<file path="src/cwb_pkg.sv">
// cwb_pkg: shared constants for the cache width bridge
// assumes a single 125 MHz clock domain and 16-bit controller words
package cwb_pkg;
    // =====================================================================
    // widths
    localparam int ADDR_W = 22;
    localparam int NARROW_W = 16;
    localparam int WIDE_W = 32;
    localparam int HB_ADDR_W = 18;
    // =====================================================================
    // host bus register selection offsets
    localparam logic [HB_ADDR_W-1:0] OFS_ADDR_EXT = 18'h00010;
    localparam logic [HB_ADDR_W-1:0] OFS_CSR3 = 18'h00012;
    // =====================================================================
    // cache half-word enables
    localparam logic [1:0] HALF_NONE = 2'h0;
    localparam logic [1:0] HALF_LO = 2'h1;
    localparam logic [1:0] HALF_HI = 2'h2;
    localparam logic [1:0] HALF_BOTH = 2'h3;
    // =====================================================================
    // field positions and reset values
    localparam int ODD_BIT = 1;
    localparam int ERR_MEM_BIT = 0;
    localparam int ERR_SEQ_BIT = 1;
    localparam logic [1:0] RST_STATUS = 2'h0;
    localparam logic [NARROW_W-1:0] RST_WORD = 16'h0000;
    localparam logic [ADDR_W-1:0] RST_ADDR = 22'h000000;
    typedef enum logic {CWB_ST_IDLE, CWB_ST_CACHE} cwb_state_e;
endpackage : cwb_pkg
</file>
<file path="src/cwb_buf_if.sv">
// cwb_buf_if: load strobes and contents of the two 16-bit data buffers
// assumes the owner and the store run on the same clock
`timescale 1ns/100ps
interface cwb_buf_if;
    import cwb_pkg::*;
    logic load_lo;
    logic load_hi;
    logic load_word;
    logic [NARROW_W-1:0] in16;
    logic [WIDE_W-1:0] in32;
    logic [NARROW_W-1:0] lo;
    logic [NARROW_W-1:0] hi;
    modport owner (output load_lo, output load_hi, output load_word, output in16,
        output in32, input lo, input hi);
    modport store (input load_lo, input load_hi, input load_word, input in16,
        input in32, output lo, output hi);
endinterface : cwb_buf_if

</file>
<file path="src/cwb_bridge.sv">
// cwb_bridge: 16-bit controller DMA words to a 32-bit cache memory port
// assumes one clock, controller requests only while ctl_ready is high
//
// Behaviour
// - never raise the DMA request on the host bus; pass the grant on.
// - decode selects for the address extension and third control-status registers.
// - manage buffering between paths and carry address and control to the cache.
// - odd start or finish word address uses a single 16-bit cache transfer; code narrows an odd start or even last word, not a paired odd last.
// - each data request carries a 22-bit address; bit 0 is unused.
// - report detected error conditions back to the port adapter side.
// - reads fetch 32 bits into two buffers, delivered one after the other.
// - writes fill first then second buffer, then start one cache write.
`timescale 1ns/100ps
module cwb_bridge #(
    parameter int ADDR_W = cwb_pkg::ADDR_W
) (
    // clock and reset
    input wire logic clk_sys,
    input wire logic rst_n,
    // host system bus
    input wire logic dma_grant_in,
    output logic dma_grant_line,
    output logic dma_request_line,
    input wire logic hb_sel,
    input wire logic [cwb_pkg::HB_ADDR_W-1:0] hb_addr,
    output logic sel_addr_ext,
    output logic sel_csr3,
    // controller word port
    input wire logic ctl_req,
    input wire logic ctl_write,
    input wire logic ctl_last,
    input wire logic [ADDR_W-1:0] ctl_addr,
    input wire logic [cwb_pkg::NARROW_W-1:0] ctl_wdata,
    output logic ctl_ready,
    output logic ctl_ack,
    output logic ctl_rvalid,
    output logic [cwb_pkg::NARROW_W-1:0] ctl_rdata,
    input wire logic ctl_status_clr,
    output logic [1:0] ctl_status,
    // cache memory port
    output logic cache_req,
    output logic cache_we,
    output logic [1:0] cache_half,
    output logic [ADDR_W-1:0] cache_addr,
    output logic [cwb_pkg::WIDE_W-1:0] cache_wdata,
    input wire logic cache_ack,
    input wire logic cache_err,
    input wire logic [cwb_pkg::WIDE_W-1:0] cache_rdata
);
    import cwb_pkg::*;

    // =====================================================================
    // parameter check
    if (ADDR_W < 3) begin : g_bad_width
        $error("cwb_bridge: ADDR_W must be at least 3");
    end

    // =====================================================================
    // declarations
    cwb_buf_if bif ();
    cwb_state_e state, next_state;
    logic next_grant, next_sel_ext, next_sel_csr3;
    logic next_ready, next_ack, next_rvalid;
    logic [NARROW_W-1:0] next_rdata;
    logic [1:0] next_status;
    logic next_cache_req, next_cache_we;
    logic [1:0] next_half;
    logic [ADDR_W-1:0] next_cache_addr;
    logic have_a, next_have_a;
    logic pair_valid, next_pair_valid;
    logic rd_sel_hi, next_rd_sel_hi;
    logic [ADDR_W-1:0] pend_addr, next_pend_addr;
    logic set_mem, set_seq;

    // address of the odd partner word of an even pair
    function automatic logic [ADDR_W-1:0] odd_partner(input logic [ADDR_W-1:0] a);
        odd_partner = {a[ADDR_W-1:2], 2'h2};
    endfunction : odd_partner
    // address of the 32-bit cache word that holds a narrow word; bits 1:0 are zero
    function automatic logic [ADDR_W-1:0] cache_word(input logic [ADDR_W-1:0] a);
        cache_word = {a[ADDR_W-1:2], 2'h0};
    endfunction : cache_word
    // two narrow word addresses name the same word; bit 0 carries nothing
    function automatic logic same_word(input logic [ADDR_W-1:0] a, input logic [ADDR_W-1:0] b);
        same_word = (a[ADDR_W-1:1] == b[ADDR_W-1:1]);
    endfunction : same_word

    // =====================================================================
    // data buffers
    cwb_data_buf u_buf (
        .clk_sys(clk_sys),
        .rst_n(rst_n),
        .bif(bif.store)
    );
    assign cache_wdata = {bif.hi, bif.lo};
    assign bif.in16 = ctl_wdata;
    assign bif.in32 = cache_rdata;

    // =====================================================================
    // host bus side: grant pass-through and register selection
    always_comb begin
        next_grant = dma_grant_in;
        next_sel_ext = hb_sel && (hb_addr == OFS_ADDR_EXT);
        next_sel_csr3 = hb_sel && (hb_addr == OFS_CSR3);
    end

    // =====================================================================
    // transfer sequencer: pairs narrow words into cache words and back
    always_comb begin
        next_state = state;
        next_ack = 1'b0;
        next_rvalid = 1'b0;
        next_rdata = ctl_rdata;
        next_cache_req = cache_req;
        next_cache_we = cache_we;
        next_half = cache_half;
        next_cache_addr = cache_addr;
        next_have_a = have_a;
        next_pair_valid = pair_valid;
        next_rd_sel_hi = rd_sel_hi;
        next_pend_addr = pend_addr;
        bif.load_lo = 1'b0;
        bif.load_hi = 1'b0;
        bif.load_word = 1'b0;
        set_mem = 1'b0;
        set_seq = 1'b0;
        case (state)
            CWB_ST_IDLE: begin
                if (ctl_req) begin
                    next_pair_valid = 1'b0;
                    if (ctl_write) begin
                        next_ack = 1'b1;
                        if (have_a && same_word(ctl_addr, pend_addr)) begin
                            // second word completes the pair: one wide write
                            bif.load_hi = 1'b1;
                            next_have_a = 1'b0;
                            next_state = CWB_ST_CACHE;
                            next_cache_req = 1'b1;
                            next_cache_we = 1'b1;
                            next_half = HALF_BOTH;
                            next_cache_addr = cache_word(pend_addr);
                        end else begin
                            set_seq = have_a;
                            if (!ctl_addr[ODD_BIT] && !ctl_last) begin
                                bif.load_lo = 1'b1;
                                next_have_a = 1'b1;
                                next_pend_addr = odd_partner(ctl_addr);
                            end else begin
                                // odd start or lone final word: narrow write
                                bif.load_hi = ctl_addr[ODD_BIT];
                                bif.load_lo = !ctl_addr[ODD_BIT];
                                next_have_a = 1'b0;
                                next_state = CWB_ST_CACHE;
                                next_cache_req = 1'b1;
                                next_cache_we = 1'b1;
                                next_half = ctl_addr[ODD_BIT] ? HALF_HI : HALF_LO;
                                next_cache_addr = cache_word(ctl_addr);
                            end
                        end
                    end else begin
                        set_seq = have_a;
                        next_have_a = 1'b0;
                        if (pair_valid && same_word(ctl_addr, pend_addr)) begin
                            // second half comes from the buffer, no cache cycle
                            next_rdata = bif.hi;
                            next_rvalid = 1'b1;
                        end else begin
                            next_state = CWB_ST_CACHE;
                            next_cache_req = 1'b1;
                            next_cache_we = 1'b0;
                            next_rd_sel_hi = ctl_addr[ODD_BIT];
                            next_pend_addr = odd_partner(ctl_addr);
                            next_cache_addr = cache_word(ctl_addr);
                            if (ctl_addr[ODD_BIT]) begin
                                next_half = HALF_HI;
                            end else if (ctl_last) begin
                                next_half = HALF_LO;
                            end else begin
                                next_half = HALF_BOTH;
                            end
                        end
                    end
                end
            end
            CWB_ST_CACHE: begin
                // hold address and control toward the cache until acknowledged
                if (cache_ack) begin
                    next_state = CWB_ST_IDLE;
                    next_cache_req = 1'b0;
                    set_mem = cache_err;
                    if (!cache_we) begin
                        bif.load_word = 1'b1;
                        next_rdata = rd_sel_hi ? cache_rdata[WIDE_W-1:NARROW_W]
                            : cache_rdata[NARROW_W-1:0];
                        next_rvalid = 1'b1;
                        // a narrow read keeps nothing for later delivery
                        next_pair_valid = (cache_half == HALF_BOTH) && !cache_err;
                    end
                end
            end
            default: begin
                next_state = CWB_ST_IDLE;
                next_cache_req = 1'b0;
            end
        endcase
        next_ready = (next_state == CWB_ST_IDLE);
        // a new error wins over a clear in the same cycle
        next_status = ctl_status & ~({2{ctl_status_clr}});
        next_status[ERR_MEM_BIT] = next_status[ERR_MEM_BIT] | set_mem;
        next_status[ERR_SEQ_BIT] = next_status[ERR_SEQ_BIT] | set_seq;
    end

    // =====================================================================
    // registers
    always_ff @(posedge clk_sys or negedge rst_n) begin
        if (!rst_n) begin
            state <= CWB_ST_IDLE;
            dma_grant_line <= 1'b0;
            dma_request_line <= 1'b0;
            sel_addr_ext <= 1'b0;
            sel_csr3 <= 1'b0;
            ctl_ready <= 1'b0;
            ctl_ack <= 1'b0;
            ctl_rvalid <= 1'b0;
            ctl_rdata <= RST_WORD;
            ctl_status <= RST_STATUS;
            cache_req <= 1'b0;
            cache_we <= 1'b0;
            cache_half <= HALF_NONE;
            cache_addr <= '0;
            have_a <= 1'b0;
            pair_valid <= 1'b0;
            rd_sel_hi <= 1'b0;
            pend_addr <= '0;
        end else begin
            state <= next_state;
            dma_grant_line <= next_grant;
            dma_request_line <= 1'b0;
            sel_addr_ext <= next_sel_ext;
            sel_csr3 <= next_sel_csr3;
            ctl_ready <= next_ready;
            ctl_ack <= next_ack;
            ctl_rvalid <= next_rvalid;
            ctl_rdata <= next_rdata;
            ctl_status <= next_status;
            cache_req <= next_cache_req;
            cache_we <= next_cache_we;
            cache_half <= next_half;
            cache_addr <= next_cache_addr;
            have_a <= next_have_a;
            pair_valid <= next_pair_valid;
            rd_sel_hi <= next_rd_sel_hi;
            pend_addr <= next_pend_addr;
        end
    end
endmodule : cwb_bridge

</file>
<file path="src/cwb_data_buf.sv">
// cwb_data_buf: the two 16-bit buffers between the wide and narrow paths
// assumes at most one of the load strobes is high in a cycle
`timescale 1ns/100ps
module cwb_data_buf (
    // clock and reset
    input wire logic clk_sys,
    input wire logic rst_n,
    // buffer access
    cwb_buf_if.store bif
);
    import cwb_pkg::*;
    logic [NARROW_W-1:0] next_lo;
    logic [NARROW_W-1:0] next_hi;

    // =====================================================================
    // buffer loading: a narrow word into one half, or a wide word into both
    always_comb begin
        next_lo = bif.lo;
        next_hi = bif.hi;
        if (bif.load_word) begin
            next_lo = bif.in32[NARROW_W-1:0];
            next_hi = bif.in32[WIDE_W-1:NARROW_W];
        end else if (bif.load_lo) begin
            next_lo = bif.in16;
        end else if (bif.load_hi) begin
            next_hi = bif.in16;
        end
    end

    // register the buffers
    always_ff @(posedge clk_sys or negedge rst_n) begin
        if (!rst_n) begin
            bif.lo <= RST_WORD;
            bif.hi <= RST_WORD;
        end else begin
            bif.lo <= next_lo;
            bif.hi <= next_hi;
        end
    end
endmodule : cwb_data_buf

</file>
<file path="config.mk">
export PLATFORM = sky130hd
export DESIGN_NAME = cwb_bridge
export DESIGN_NICKNAME = d
export VERILOG_FILES = /design/src/cwb_pkg.sv /design/src/cwb_buf_if.sv /design/src/cwb_bridge.sv /design/src/cwb_data_buf.sv
export SDC_FILE = /design/constraint.sdc
export NUM_CORES = 1
export LEC_CHECK = 0
export BUFFER_PORTS_ARGS = -buffer_cell sky130_fd_sc_hd__clkbuf_2
export CAP_MARGIN = 10
export CORE_AREA = 2 2 133 135
export CTS_CLUSTER_DIAMETER = 40
export CTS_CLUSTER_SIZE = 28
export DETAILED_ROUTE_END_ITERATION = 12
export DIE_AREA = 0 0 135 137
export SLEW_MARGIN = 20
export SYNTH_ARGS = -nofsm -noshare
export SYNTH_HDL_FRONTEND = slang
export SYNTH_SLANG_ARGS = --single-unit
</file>
<file path="constraint.sdc">
create_clock -name clk_sys -period 2.85 [get_ports clk_sys]
set_clock_uncertainty 0.15 [all_clocks]
set_input_delay 0.57 -clock clk_sys [delete_from_list [all_inputs] [get_ports clk_sys]]
set_output_delay 0.57 -clock clk_sys [all_outputs]
set_load 0.05 [all_outputs]
</file>
After elaboration in Yosys (flattened, before gate mapping). Index checks and enable logic that the tools add are counted.

Bits of input ports: 98. Output and inout bits: 83. Register bits after elaboration: 108. Word-level logic and storage cells: 138.

Bitwise operators: 8. Multiplexer cells: 76. Reductions and logical operators: 19. Equality and inequality tests: 16.

Operators by type and width (count): two-way mux 16 bit (11); two-way mux 22 bit (8); two-way mux 1 bit (45); == test 18 x 5 -> 1 bit, second input constant (2); case mux 16 bit (2 select lines) (1); == test 21 bit (1); two-way mux 2 bit (7); != test 2 bit, second input constant (7); AND reduction 4 bit (3); AND reduction 5 bit (2); case mux 1 bit (2 select lines) (4); logical AND 1 bit (6); != test 3 bit, second input constant (2); != test 2 x 1 -> 1 bit, second input constant (2); != test 4 bit, second input constant (1); inverter 1 bit (4); AND reduction 2 bit (2); nonzero test 2 bit (2); zero test 1 bit (3); AND reduction 3 bit (1); bitwise AND 2 bit (1); == test 2 bit, second input constant (1); inverter 2 bit (1); OR 1 bit (2).

Logic depth before layout (Yosys ltp). Gate-level depths: netlist (run 1).

Word-level depth: 10. Mapped depth: 8. Depth with buffers taken out: 6.

By module. From an unflattened synthesis (run 1), not the netlist that was laid out.

Cell total of the unflattened synthesis: 438. Area total of the unflattened synthesis: 5053.6 um^2.

By module, submodules not included: cwb_bridge (cells each 280, area an instance 3429.5 um^2, instances 1, sequential area each 1826.8 um^2); cwb_data_buf (cells each 158, area an instance 1624.1 um^2, instances 1, sequential area each 800.8 um^2).

Worst setup path before layout (run 1). No wires, ideal clock.

Path type: input -> register. From: input port ctl_addr[21]. To: register ctl_rdata[8] (netlist bit). Setup slack: 187 ps. Arrival time: 2388 ps. Library setup time: 125 ps. Data required time: 2575 ps. Buffers on the path: 2. Cell stages on the path: 8. Path through: xor2_1 > nor4_2 > nand4_2 > nor3_1 > a31o_2 > buf_4 > buf_6 > mux2_2.

Cells in the longest elaborated chain, start to end: 4.

RTL lines: start: declaration (line cwb_bridge.sv:32) `input wire logic [ADDR_W-1:0] ctl_addr,`; == test 21 bit (line cwb_bridge.sv:85) `same_word = (a[ADDR_W-1:1] == b[ADDR_W-1:1]);`; logical AND 1 bit (line cwb_bridge.sv:163) `if (pair_valid && same_word(ctl_addr, pend_addr)) begin`; != test 2 bit (no line); AND reduction 5 bit (no line); end signal: assignment (line cwb_bridge.sv:244) `ctl_rdata <= next_rdata;`; end: declaration (line cwb_bridge.sv:37) `output logic [cwb_pkg::NARROW_W-1:0] ctl_rdata,`.

No other way between the ends. A chain may end at the register's enable or synchronous reset.

Worst setup path in the final report (run 1).
From: register pend_addr[12]. To: register cache_addr[13].

Cells in the longest elaborated chain, start to end: 4. Elaborated cells between the ends (all ways): 8. Those cells by class: eq/ne: 3; mux: 2; reduce/logical: 3.

RTL lines: start: declaration (line cwb_bridge.sv:72) `logic [ADDR_W-1:0] pend_addr, next_pend_addr;`; start signal: assignment (line cwb_bridge.sv:253) `pend_addr <= next_pend_addr;`; == test 21 bit (*) (line cwb_bridge.sv:85); logical AND 1 bit, on equally long branches (line cwb_bridge.sv:133, cwb_bridge.sv:163); != test 3 bit (no line) (tied with other cells); AND reduction 4 bit (no line) or two-way mux 22 bit (tied branches); end signal: assignment (line cwb_bridge.sv:249) `cache_addr <= next_cache_addr;`; end: declaration (line cwb_bridge.sv:44) `output logic [ADDR_W-1:0] cache_addr,`.

Every way passes the cells marked *; elsewhere a longest branch is shown, timed or not.

==> run summary, run 1 <==
worst path arrival time: 2580 ps
antenna violations before repair: 1
clk buf depth: 2
post-route clock period utilization: 0.874
status: finished clean
RD Place Congestion: 0.815
Yosys reg bits: 105
DR pass1 iterations: 4
Avg Cell Area, Syn: 10.8 sq um
root buf cell: clkbuf_16
Slew Limit Fails: 0
Hold WC Path Type: in -> async
Fill cells: 1742
Die X: 135 um
Fin. Hold Viols: 0
# hold bufs at CTS: 0
CTS tree: built
Sink Count: 105
dpl ws: 47.3 ps
initial drt markers: 134
maximum VDD drop: 0.000535 V
Cell Chain, Critical Path: xor2_1 > nor4_1 > nand3_1 > o31ai_4 > a21boi_4 > buf_12 > mux2_1
Critical path buffers and inverters: 1
# setup viols final: 0
number of global-route vias before repair: 4020
DIE AREA: 18500 sq um
nets@finish: 741
Cells after DPL: 857
Yosys top cell area share: 0.522
row count: 48
routed len/inst: 16.5 um
io pins: 181
DRC Markers: 0
area grow syn2layout: 30.8%
gr usage total: 0.157
top cells by area, synth: dfrtp_1, mux2_2, mux2_1
Max stage delay cell, worst path: nor4_1
met3 Use GR: 0.0637
Top Usage Layer GRT: met2
Req. time, crit path: 2940 ps
GR Util met1: 0.190
Distinct cells, synth: 42
worst slew pin tran: 960 ps
Power Density: 1010 nW/um^2
Initial Util: 0.295
htree depth: 3
Yosys top cell by area: dfrtp_1
first-pass GRT wire length: 22.0 mm
Lkg Pwr: 0.00304 uW
top cells by instance count after synthesis: dfrtp_1, nand2_1, nor2_1
Total Routed Length: 14.4 mm
vias: 4141
Worst Setup End Kind: register
I/O Buffers: 176
Crit Path Category: reg -> reg
CTS buffer count: 9
area of the core: 17100 sq um
critical path's top delay family: simple AND/OR/NAND/NOR gates
warnings from Yosys: 0
post-CTS setup buffers: 0
post-cts resize count: 0
Synth Flop Type: dfrtp_1
Max Clk Rate: 0.402 GHz
sequential-to-total area share from yosys stat: 0.522
crit path time final: 2490 ps
share of post-route cells with drive strength above 1: 0.392
grt ovf: 0
clock slew at the register clock pins of the worst setup and hold paths: 70 ps
Final ANT Viol Nets: 0
CP max stage delay: 440 ps
Final Worst Setup Slack: 360 ps
Mapped Cells: 468
Vias per Instance: 4.74
reported max-cap violation count: 0
largest net degree at the start of global routing: 51
Clock Latency Late Sink: 350 ps
Detailed Place HPWL: 11.1 mm
most numerous cell in the Yosys netlist: dfrtp_1
non-filler cells in the finished layout: 874
setup TNS: 0 ps
Post-synth EDFFs: 0
ys async rst share: 1.00
RSZ-0062 raised after global routing: false
met2 Use GR: 0.262
Startpoint Class: register
Rel. slew slack: 0.360
Die H: 137 um
mapped cell area: 5030 sq um
Critical Path Fanout Max: 20
-- report_power, final --
group | internal [uW] | leakage (uW) | switching (uW)
Combinational | 841 | 0.00164 | 2220
Sequential | 1990 | 0.00125 | 312
Clock | 717 | 0.000151 | 591
Total | 3550 | 0.00304 | 3130
-- through the flow --
step | area, sq um | util | hold WS, ps | total power, uW
CTS | 6580 | 0.386 | 34.8 | 6780
finish | 6590 | 0.386 | 28.0 | 6680
global placement | 6270 | 0.368 | 313 | 5400
global route | 6580 | 0.386 | 55.4 | 7030
floorplan | 5040 | - | 124 | 4580
detailed placement | 6270 | 0.368 | 315 | 5440
-- final cells by class --
cell class	instances	area [sq um]	area share
Antenna cell	1	2.50	0.000380
Clock buffer	10	239	0.0363
Clock inverter	6	71.3	0.0108
Inverter	6	22.5	0.00342
Multi-Input combinational cell	326	2240	0.340
Sequential cell	105	2630	0.399
Tap cell	225	282	0.0427
Timing Repair Buffer	195	1100	0.167
-- sequential cells by signal, summed over array words and instances, names as in the netlist --
register and count:
pend_addr 21, cache_addr 20, ctl_rdata 16, u_buf.bif.hi 16, u_buf.bif.lo 16, cache_half 2, ctl_status 2, cache_req 1
cache_we 1, ctl_ack 1, ctl_ready 1, ctl_rvalid 1, dma_grant_line 1, have_a 1, pair_valid 1, rd_sel_hi 1
sel_addr_ext 1, sel_csr3 1, state 1
-- worst reg2reg max path: stages (launching register included) --
cell and delay [ps]:
dfrtp_1 390, xor2_1 160, nor4_1 440, nand3_1 270, o31ai_4 350, a21boi_4 110, buf_12 170, mux2_1 320
-- placed cells by master, fill, tap and decap left out, types with 2 or more instances in the layout --
cell type / instances
a21oi_1: 32
a32o_1: 2
buf_12: 6
buf_4: 14
clkbuf_16: 9
clkbuf_2: 175
conb_1: 3
dfrtp_1: 105
inv_1: 5
inv_6: 2
mux2_1: 25
mux2_2: 32
mux2i_1: 17
nand2_1: 58
nand3_1: 20
nor2_1: 37
nor3_1: 3
nor4_1: 4
nor4b_1: 2
o211ai_1: 16
o21a_1: 17
o21ai_0: 19
o31ai_4: 3
or2_2: 2
xnor2_1: 5
xor2_1: 16
-- worst paths after layout --
check	from	to	slack, ps	depth (start not counted)
max in group asynchronous	rst_n	cache_half[1]$_DFFE_PN0P_	1860	2
max	pend_addr[12]$_DFFE_PN0P_	cache_addr[13]$_DFFE_PN0P_	360	7
min in group clk_sys	dma_grant_in	dma_grant_line$_DFF_PN0_	170	1
min reg2reg	cache_req$_DFFE_PN0P_	cache_req$_DFFE_PN0P_	330	2
min	rst_n	u_buf.bif.lo[14]$_DFFE_PN0P_	30	1
max reg2reg	pend_addr[12]$_DFFE_PN0P_	cache_addr[13]$_DFFE_PN0P_	360	7
-- per-layer routing --
layer | wire length, um | part of all wire | vias up
met1 | 6100 | 0.42 | 1969
met2 | 6710 | 0.47 | 170
met5 | 13 | 0.00090 | -
met3 | 1380 | 0.096 | 20
met4 | 210 | 0.015 | 2
li1 | - | - | 1980
-- kinds of logic after synthesis --
family / share of synthesized area
xor+xnor: 0.0365
flops: 0.522
other cells: 0.000745
simple gates: 0.115
mux: 0.161
compound gates: 0.128
buf+inv: 0.0368
Note: power is estimated with default switching activity, not from simulation.
==> run 2, diff against run 1 <==
PLACE_DENSITY = 0.52   (was unset)
==> run 2 against run 1 <==
Net effect:
- critical path depth rose by 1
- sequential power barely moved
- combinational power barely moved
- register-to-register slack got worse by 80 ps
- first-iteration DRC count rose by 49%
- largest cell class unchanged
- largest power group unchanged
- highest routed layer is now met4
==> run summary, run 2 (same netlist as run 1, synthesis figures left out) <==
Multi-input gate area: 2240 sq um (unchanged)
largest register by flop count: pend_addr
status: finished clean
largest net degree at the start of global routing: 51 (unchanged)
DRC Markers: 0 (unchanged)
Initial Util: 0.295 (unchanged)
Rel. slew slack: 0.329 (-0.0315)
reported max-cap violation count: 0 (unchanged)
Slew Limit Fails: 0 (unchanged)
io pins: 181 (unchanged)
grt ovf: 0 (unchanged)
hold_ws: 81.4 ps (+53.4 ps)
vias: 4206 (+1.6%)
Sink Count: 105 (unchanged)
Register-to-Register Path Depth: 8 (+1)
clock slew at the register clock pins of the worst setup and hold paths: 70 ps (about the same)
most common cell after layout, fill and taps aside: clkbuf_2
antenna violations before repair: 0 (-1)
Die X: 135 um (unchanged)
commonest cells after routing, fill and taps aside: clkbuf_2, dfrtp_1, nand2_1
Die H: 137 um (unchanged)
Top Registers: pend_addr (21), cache_addr (20)
r2r setup slk: 280 ps (-80 ps)
Largest register FFs: 21 (unchanged)
FF-to-FF End: cache_addr[17]$_DFFE_PN0P_
Power Density: 1010 nW/um^2 (-0.11%)
# hold bufs at CTS: 0 (unchanged)
Fin. Hold Viols: 0 (unchanged)
Seq. cell area: 2630 sq um (unchanged)
root buf cell: clkbuf_16
DIE AREA: 18500 sq um (unchanged)
row count: 48 (unchanged)
share of post-route cells with drive strength above 1: 0.393 (+0.000937)
Startpoint Class: register
Lkg Pwr: 0.00305 uW (about the same)
gr usage total: 0.164 (+0.00637)
htree depth: 3 (unchanged)
Cells after DPL: 859 (+0.23%)
Crit Path Category: reg -> reg
CP Capture Point: cache_addr[17]$_DFFE_PN0P_
Detailed Place HPWL: 11.3 mm (+1.7%)
worst slew pin tran: 1010 ps (+47.2 ps)
Final Worst Setup Slack: 279 ps (-80.8 ps)
routed len/inst: 17.0 um (+2.9%)
initial drt markers: 200 (+49%)
crit path time final: 2570 ps (+80.8 ps)
Clock Latency Late Sink: 350 ps (about the same)
Critical Path Fanout Max: 18 (-10%)
Antenna Diode Count: 0 (-1)
maximum VDD drop: 0.000537 V (+0.48%)
post-route clock period utilization: 0.902 (+0.0283)
post-CTS setup buffers: 0 (unchanged)
Worst Setup End Kind: register
area grow syn2layout: 30.9% (about the same)
I/O Buffers: 176 (unchanged)
DR pass1 iterations: 4 (unchanged)
# setup viols final: 0 (unchanged)
dpl ws: -61.9 ps (-109 ps)
Vias per Instance: 4.81 (+1.6%)
Req. time, crit path: 2930 ps (about the same)
non-filler cells in the finished layout: 874 (unchanged)
CTS buffer count: 9 (unchanged)
CTS tree: built
RD Place Congestion: 0.826 (+1.4%)
post-cts resize count: 0 (unchanged)
Fill cells: 1756 (+0.80%)
Final ANT Viol Nets: 0 (unchanged)
area of the core: 17100 sq um (unchanged)
first-pass GRT wire length: 23.1 mm (+5.2%)
setup TNS: 0 ps (unchanged)
Max Clk Rate: 0.389 GHz (-3.1%)
nets@finish: 743 (+0.27%)
worst r2r src: pend_addr[14]$_DFFE_PN0P_
number of global-route vias before repair: 4295 (+6.8%)
clk buf depth: 2 (unchanged)
CP startpoint: pend_addr[14]$_DFFE_PN0P_
worst path arrival time: 2660 ps (+80 ps)
total power: 6670 uW (about the same)
Total Routed Length: 14.8 mm (+2.9%)
RSZ-0062 raised after global routing: false
Hold WC Path Type: in -> async
## run 2: worst min-delay path by stage
stage,startpoint,endpoint,slack (ps)
global placement,cache_req$_DFFE_PN0P_,cache_req$_DFFE_PN0P_,320
detailed placement,pend_addr[1]$_DFFE_PN0P_,pend_addr[1]$_DFFE_PN0P_,330
finish,rst_n,u_buf.bif.lo[10]$_DFFE_PN0P_,80
floorplan,rst_n,cache_addr[10]$_DFFE_PN0P_,120
CTS,rst_n,u_buf.bif.lo[10]$_DFFE_PN0P_,90
global route,rst_n,u_buf.bif.lo[10]$_DFFE_PN0P_,110
## run 2: stage by stage
step	cell area, sq um	utilization
6_report	6590	0.386
5_1_grt	6590	0.386
4_1_cts	6590	0.386
3_5_place_dp	6290	0.369
3_3_place_gp	6290	0.369
2_1_floorplan	5040	-
## run 2: final cells by class
type	count	share of cell area
multi-input combinational	326	0.340
timing repair buffer	197	0.169
inverter	6	0.00342
sequential	105	0.399
tap	225	0.0427
clock buffer	9	0.0342
clock inverter	6	0.0114
## run 2: critical path: stages (launching register included)
cell	delay (ps)
dfrtp_1	390
xor2_1	160
nor4_1	420
buf_4	200
nand3_1	130
o31ai_4	220
a21boi_4	260
buf_12	180
mux2_1	340
## run 2: power breakdown
group | internal (uW) | switching (uW)
sequential | 1990 | 330
combinational | 844 | 2220
clock | 691 | 592
## run 2: layer usage
metal | up-vias | global-route usage | part of all wire
met2 | 170 | 0.284 | 0.48
met1 | 2038 | 0.195 | 0.41
met3 | 22 | 0.0496 | 0.083
met4 | 0 | 0.0532 | 0.020
li1 | 1976 | - | -
met5 | - | 0 | 0
==> run 3, diff against run 2 <==
SYNTH_HIERARCHICAL = 1   (was unset)
==> run 3 against run 2 <==
Net effect:
- wire length is 10% lower
- global-route usage is 1.9 points lower
- sequential power hardly changed
- register-to-register slack worse by 80 ps
- count of clock-buffer cells in the layout is 3 higher
- die area stayed put
- largest power group unchanged
==> run summary, run 3 <==
status: finished clean
Critical path buffers and inverters: 1 (-1)
Die H: 137 um (unchanged)
DRC Markers: 0 (unchanged)
most common cell after layout, fill and taps aside: clkbuf_2
Lkg Pwr: 0.00306 uW (+0.34%)
nets@finish: 719 (-3.2%)
maximum VDD drop: 0.000433 V (-19%)
Req. time, crit path: 2930 ps (about the same)
Synth Flop Type: dfrtp_1
Startpoint Class: register
sequential-to-total area share from yosys stat: 0.520 (-0.00207)
worst slew pin tran: 644 ps (-364 ps)
DR pass1 iterations: 4 (unchanged)
Worst Setup End Kind: register
Top Registers: pend_addr (21), cache_addr (20)
Sink Count: 105 (unchanged)
initial drt markers: 149 (-26%)
share of post-route cells with drive strength above 1: 0.444 (+0.0512)
largest register by flop count: pend_addr
CTS tree: built
non-filler cells in the finished layout: 851 (-2.6%)
clk buf depth: 2 (unchanged)
area grow syn2layout: 31.4%
Final Worst Setup Slack: 196 ps (-82.9 ps)
row count: 48 (unchanged)
antenna violations before repair: 0 (unchanged)
mapped cell area: 5050 sq um (+0.40%)
Total Routed Length: 13.3 mm (-10%)
area of the core: 17100 sq um (unchanged)
Distinct cells, synth: 40 (-4.8%)
Vias per Instance: 4.68 (-2.8%)
Rel. slew slack: 0.571 (+0.242)
routed len/inst: 15.7 um (-7.7%)
Hold WC Path Type: in -> async
CP max stage delay: 600 ps (+180 ps)
dpl ws: -296 ps (-234 ps)
htree depth: 3 (unchanged)
I/O Buffers: 176 (unchanged)
Max Clk Rate: 0.377 GHz (-3.1%)
RD Place Congestion: 0.762 (-7.7%)
Critical Path Fanout Max: 26 (+8)
Slew Limit Fails: 0 (unchanged)
critical path's top delay family: simple AND/OR/NAND/NOR gates
gr usage total: 0.145 (-0.0185)
clock slew at the register clock pins of the worst setup and hold paths: 70 ps (about the same)
Power Density: 1000 nW/um^2 (-1.2%)
Clock Latency Late Sink: 340 ps (about the same)
Yosys top cell by area: dfrtp_1
DIE AREA: 18500 sq um (unchanged)
Cells after DPL: 835 (-2.8%)
Yosys reg bits: 105 (unchanged)
worst path arrival time: 2740 ps (+80 ps)
Die X: 135 um (unchanged)
top cells by area, synth: dfrtp_1, mux2_2, mux2i_1
largest net degree at the start of global routing: 81 (+59%)
Avg Cell Area, Syn: 11.5 sq um (+7.3%)
Initial Util: 0.296 (+0.00117)
post-CTS setup buffers: 0 (unchanged)
crit path time final: 2650 ps (+82.9 ps)
grt ovf: 0 (unchanged)
commonest cells after routing, fill and taps aside: clkbuf_2, dfrtp_1, mux2_2
Mapped Cells: 438 (-6.4%)
post-route clock period utilization: 0.931 (+0.0291)
number of global-route vias before repair: 4036 (-6.0%)
most numerous cell in the Yosys netlist: dfrtp_1
first-pass GRT wire length: 20.9 mm (-9.5%)
Detailed Place HPWL: 9.60 mm (-15%)
CTS buffer count: 9 (unchanged)
top cells by instance count after synthesis: dfrtp_1, mux2_2, nand2_1
Post-synth EDFFs: 0 (unchanged)
RSZ-0062 raised after global routing: false
root buf cell: clkbuf_16
Cell Chain, Critical Path: xor2_1 > nor4_2 > nand4_1 > or4_4 > and3_2 > buf_12 > nand4bb_1 > o311ai_1
warnings from Yosys: 6 (+6)
vias: 3980 (-5.4%)
# setup viols final: 0 (unchanged)
Fin. Hold Viols: 0 (unchanged)
ys async rst share: 1.00 (unchanged)
io pins: 181 (unchanged)
Largest register FFs: 21 (unchanged)
# hold bufs at CTS: 0 (unchanged)
Crit Path Category: reg -> reg
Final ANT Viol Nets: 0 (unchanged)
Antenna Diode Count: 0 (unchanged)
Yosys top cell area share: 0.520 (-0.00207)
Max stage delay cell, worst path: or4_4
reported max-cap violation count: 0 (unchanged)
==> run 3: cell families (layout without fill, tap and decap cells) <==
logic type	after synthesis	in the layout	synth area share
buffers and inverters	53	239	0.0512
DFF	105	105	0.520
and+or+nand+nor	101	101	0.111
muxes	90	90	0.192
other	1	3	0.000742
xor gates and xnor gates	21	21	0.0364
AOI/OAI and AO/OA	67	67	0.0881
==> run 3: layer usage <==
layer,global-route usage,share of wire,vias to the layer above
met5,0,0,-
li1,-,-,1918
met2,0.245,0.47,136
met3,0.0504,0.082,10
met4,0.0330,0.0082,0
met1,0.180,0.44,1916
==> run 3: cell type report <==
cell class,count,area (sq um)
Fill cell,1731,10400
Sequential cell,105,2630
Multi-Input combinational cell,282,2200
Timing Repair Buffer,200,1150
Tap cell,225,282
Clock buffer,12,246
Inverter,23,86.3
Clock inverter,4,51.3
==> run 3: stage by stage <==
stage	instance area, sq um	TNS, ps	utilization	power, uW	hold WS (ps)
finish	6640	0	0.389	6650	76.9
global route	6640	0	0.389	7020	112
CTS	6640	0	0.389	6750	83.1
detailed placement	6330	-13570	0.371	5460	327
floorplan	5060	0	-	4610	124
global placement	6330	-10950	0.371	5400	319
==> run 3: worst paths after layout <==
| kind | from | end | slack (ps) | cells after the start |
|---|---|---|---|---|
| setup / recovery | pend_addr[21]$_DFFE_PN0P_ | u_buf/bif.hi[10]$_DFFE_PN0P_ | 200 | 8 |
| hold reg to reg | pend_addr[1]$_DFFE_PN0P_ | pend_addr[1]$_DFFE_PN0P_ | 340 | 1 |
| max in group asynchronous | rst_n | pend_addr[10]$_DFFE_PN0P_ | 1770 | 2 |
| min in group clk_sys | dma_grant_in | dma_grant_line$_DFF_PN0_ | 180 | 1 |
| setup reg to reg | pend_addr[21]$_DFFE_PN0P_ | u_buf/bif.hi[10]$_DFFE_PN0P_ | 200 | 8 |
| hold / removal | rst_n | u_buf/bif.lo[1]$_DFFE_PN0P_ | 80 | 1 |
==> run 3: what timing repair did <==
item                                    4_1_cts  5_1_grt
resized for setup                             1        1
endpoints found under the setup margin        5        6
gates cloned                                  0        0
==> run 3: report_power, final <==
group	switching, uW	total, uW	internal (uW)
registers	304	2300	2000
logic	2210	3090	882
clock network	545	1250	708
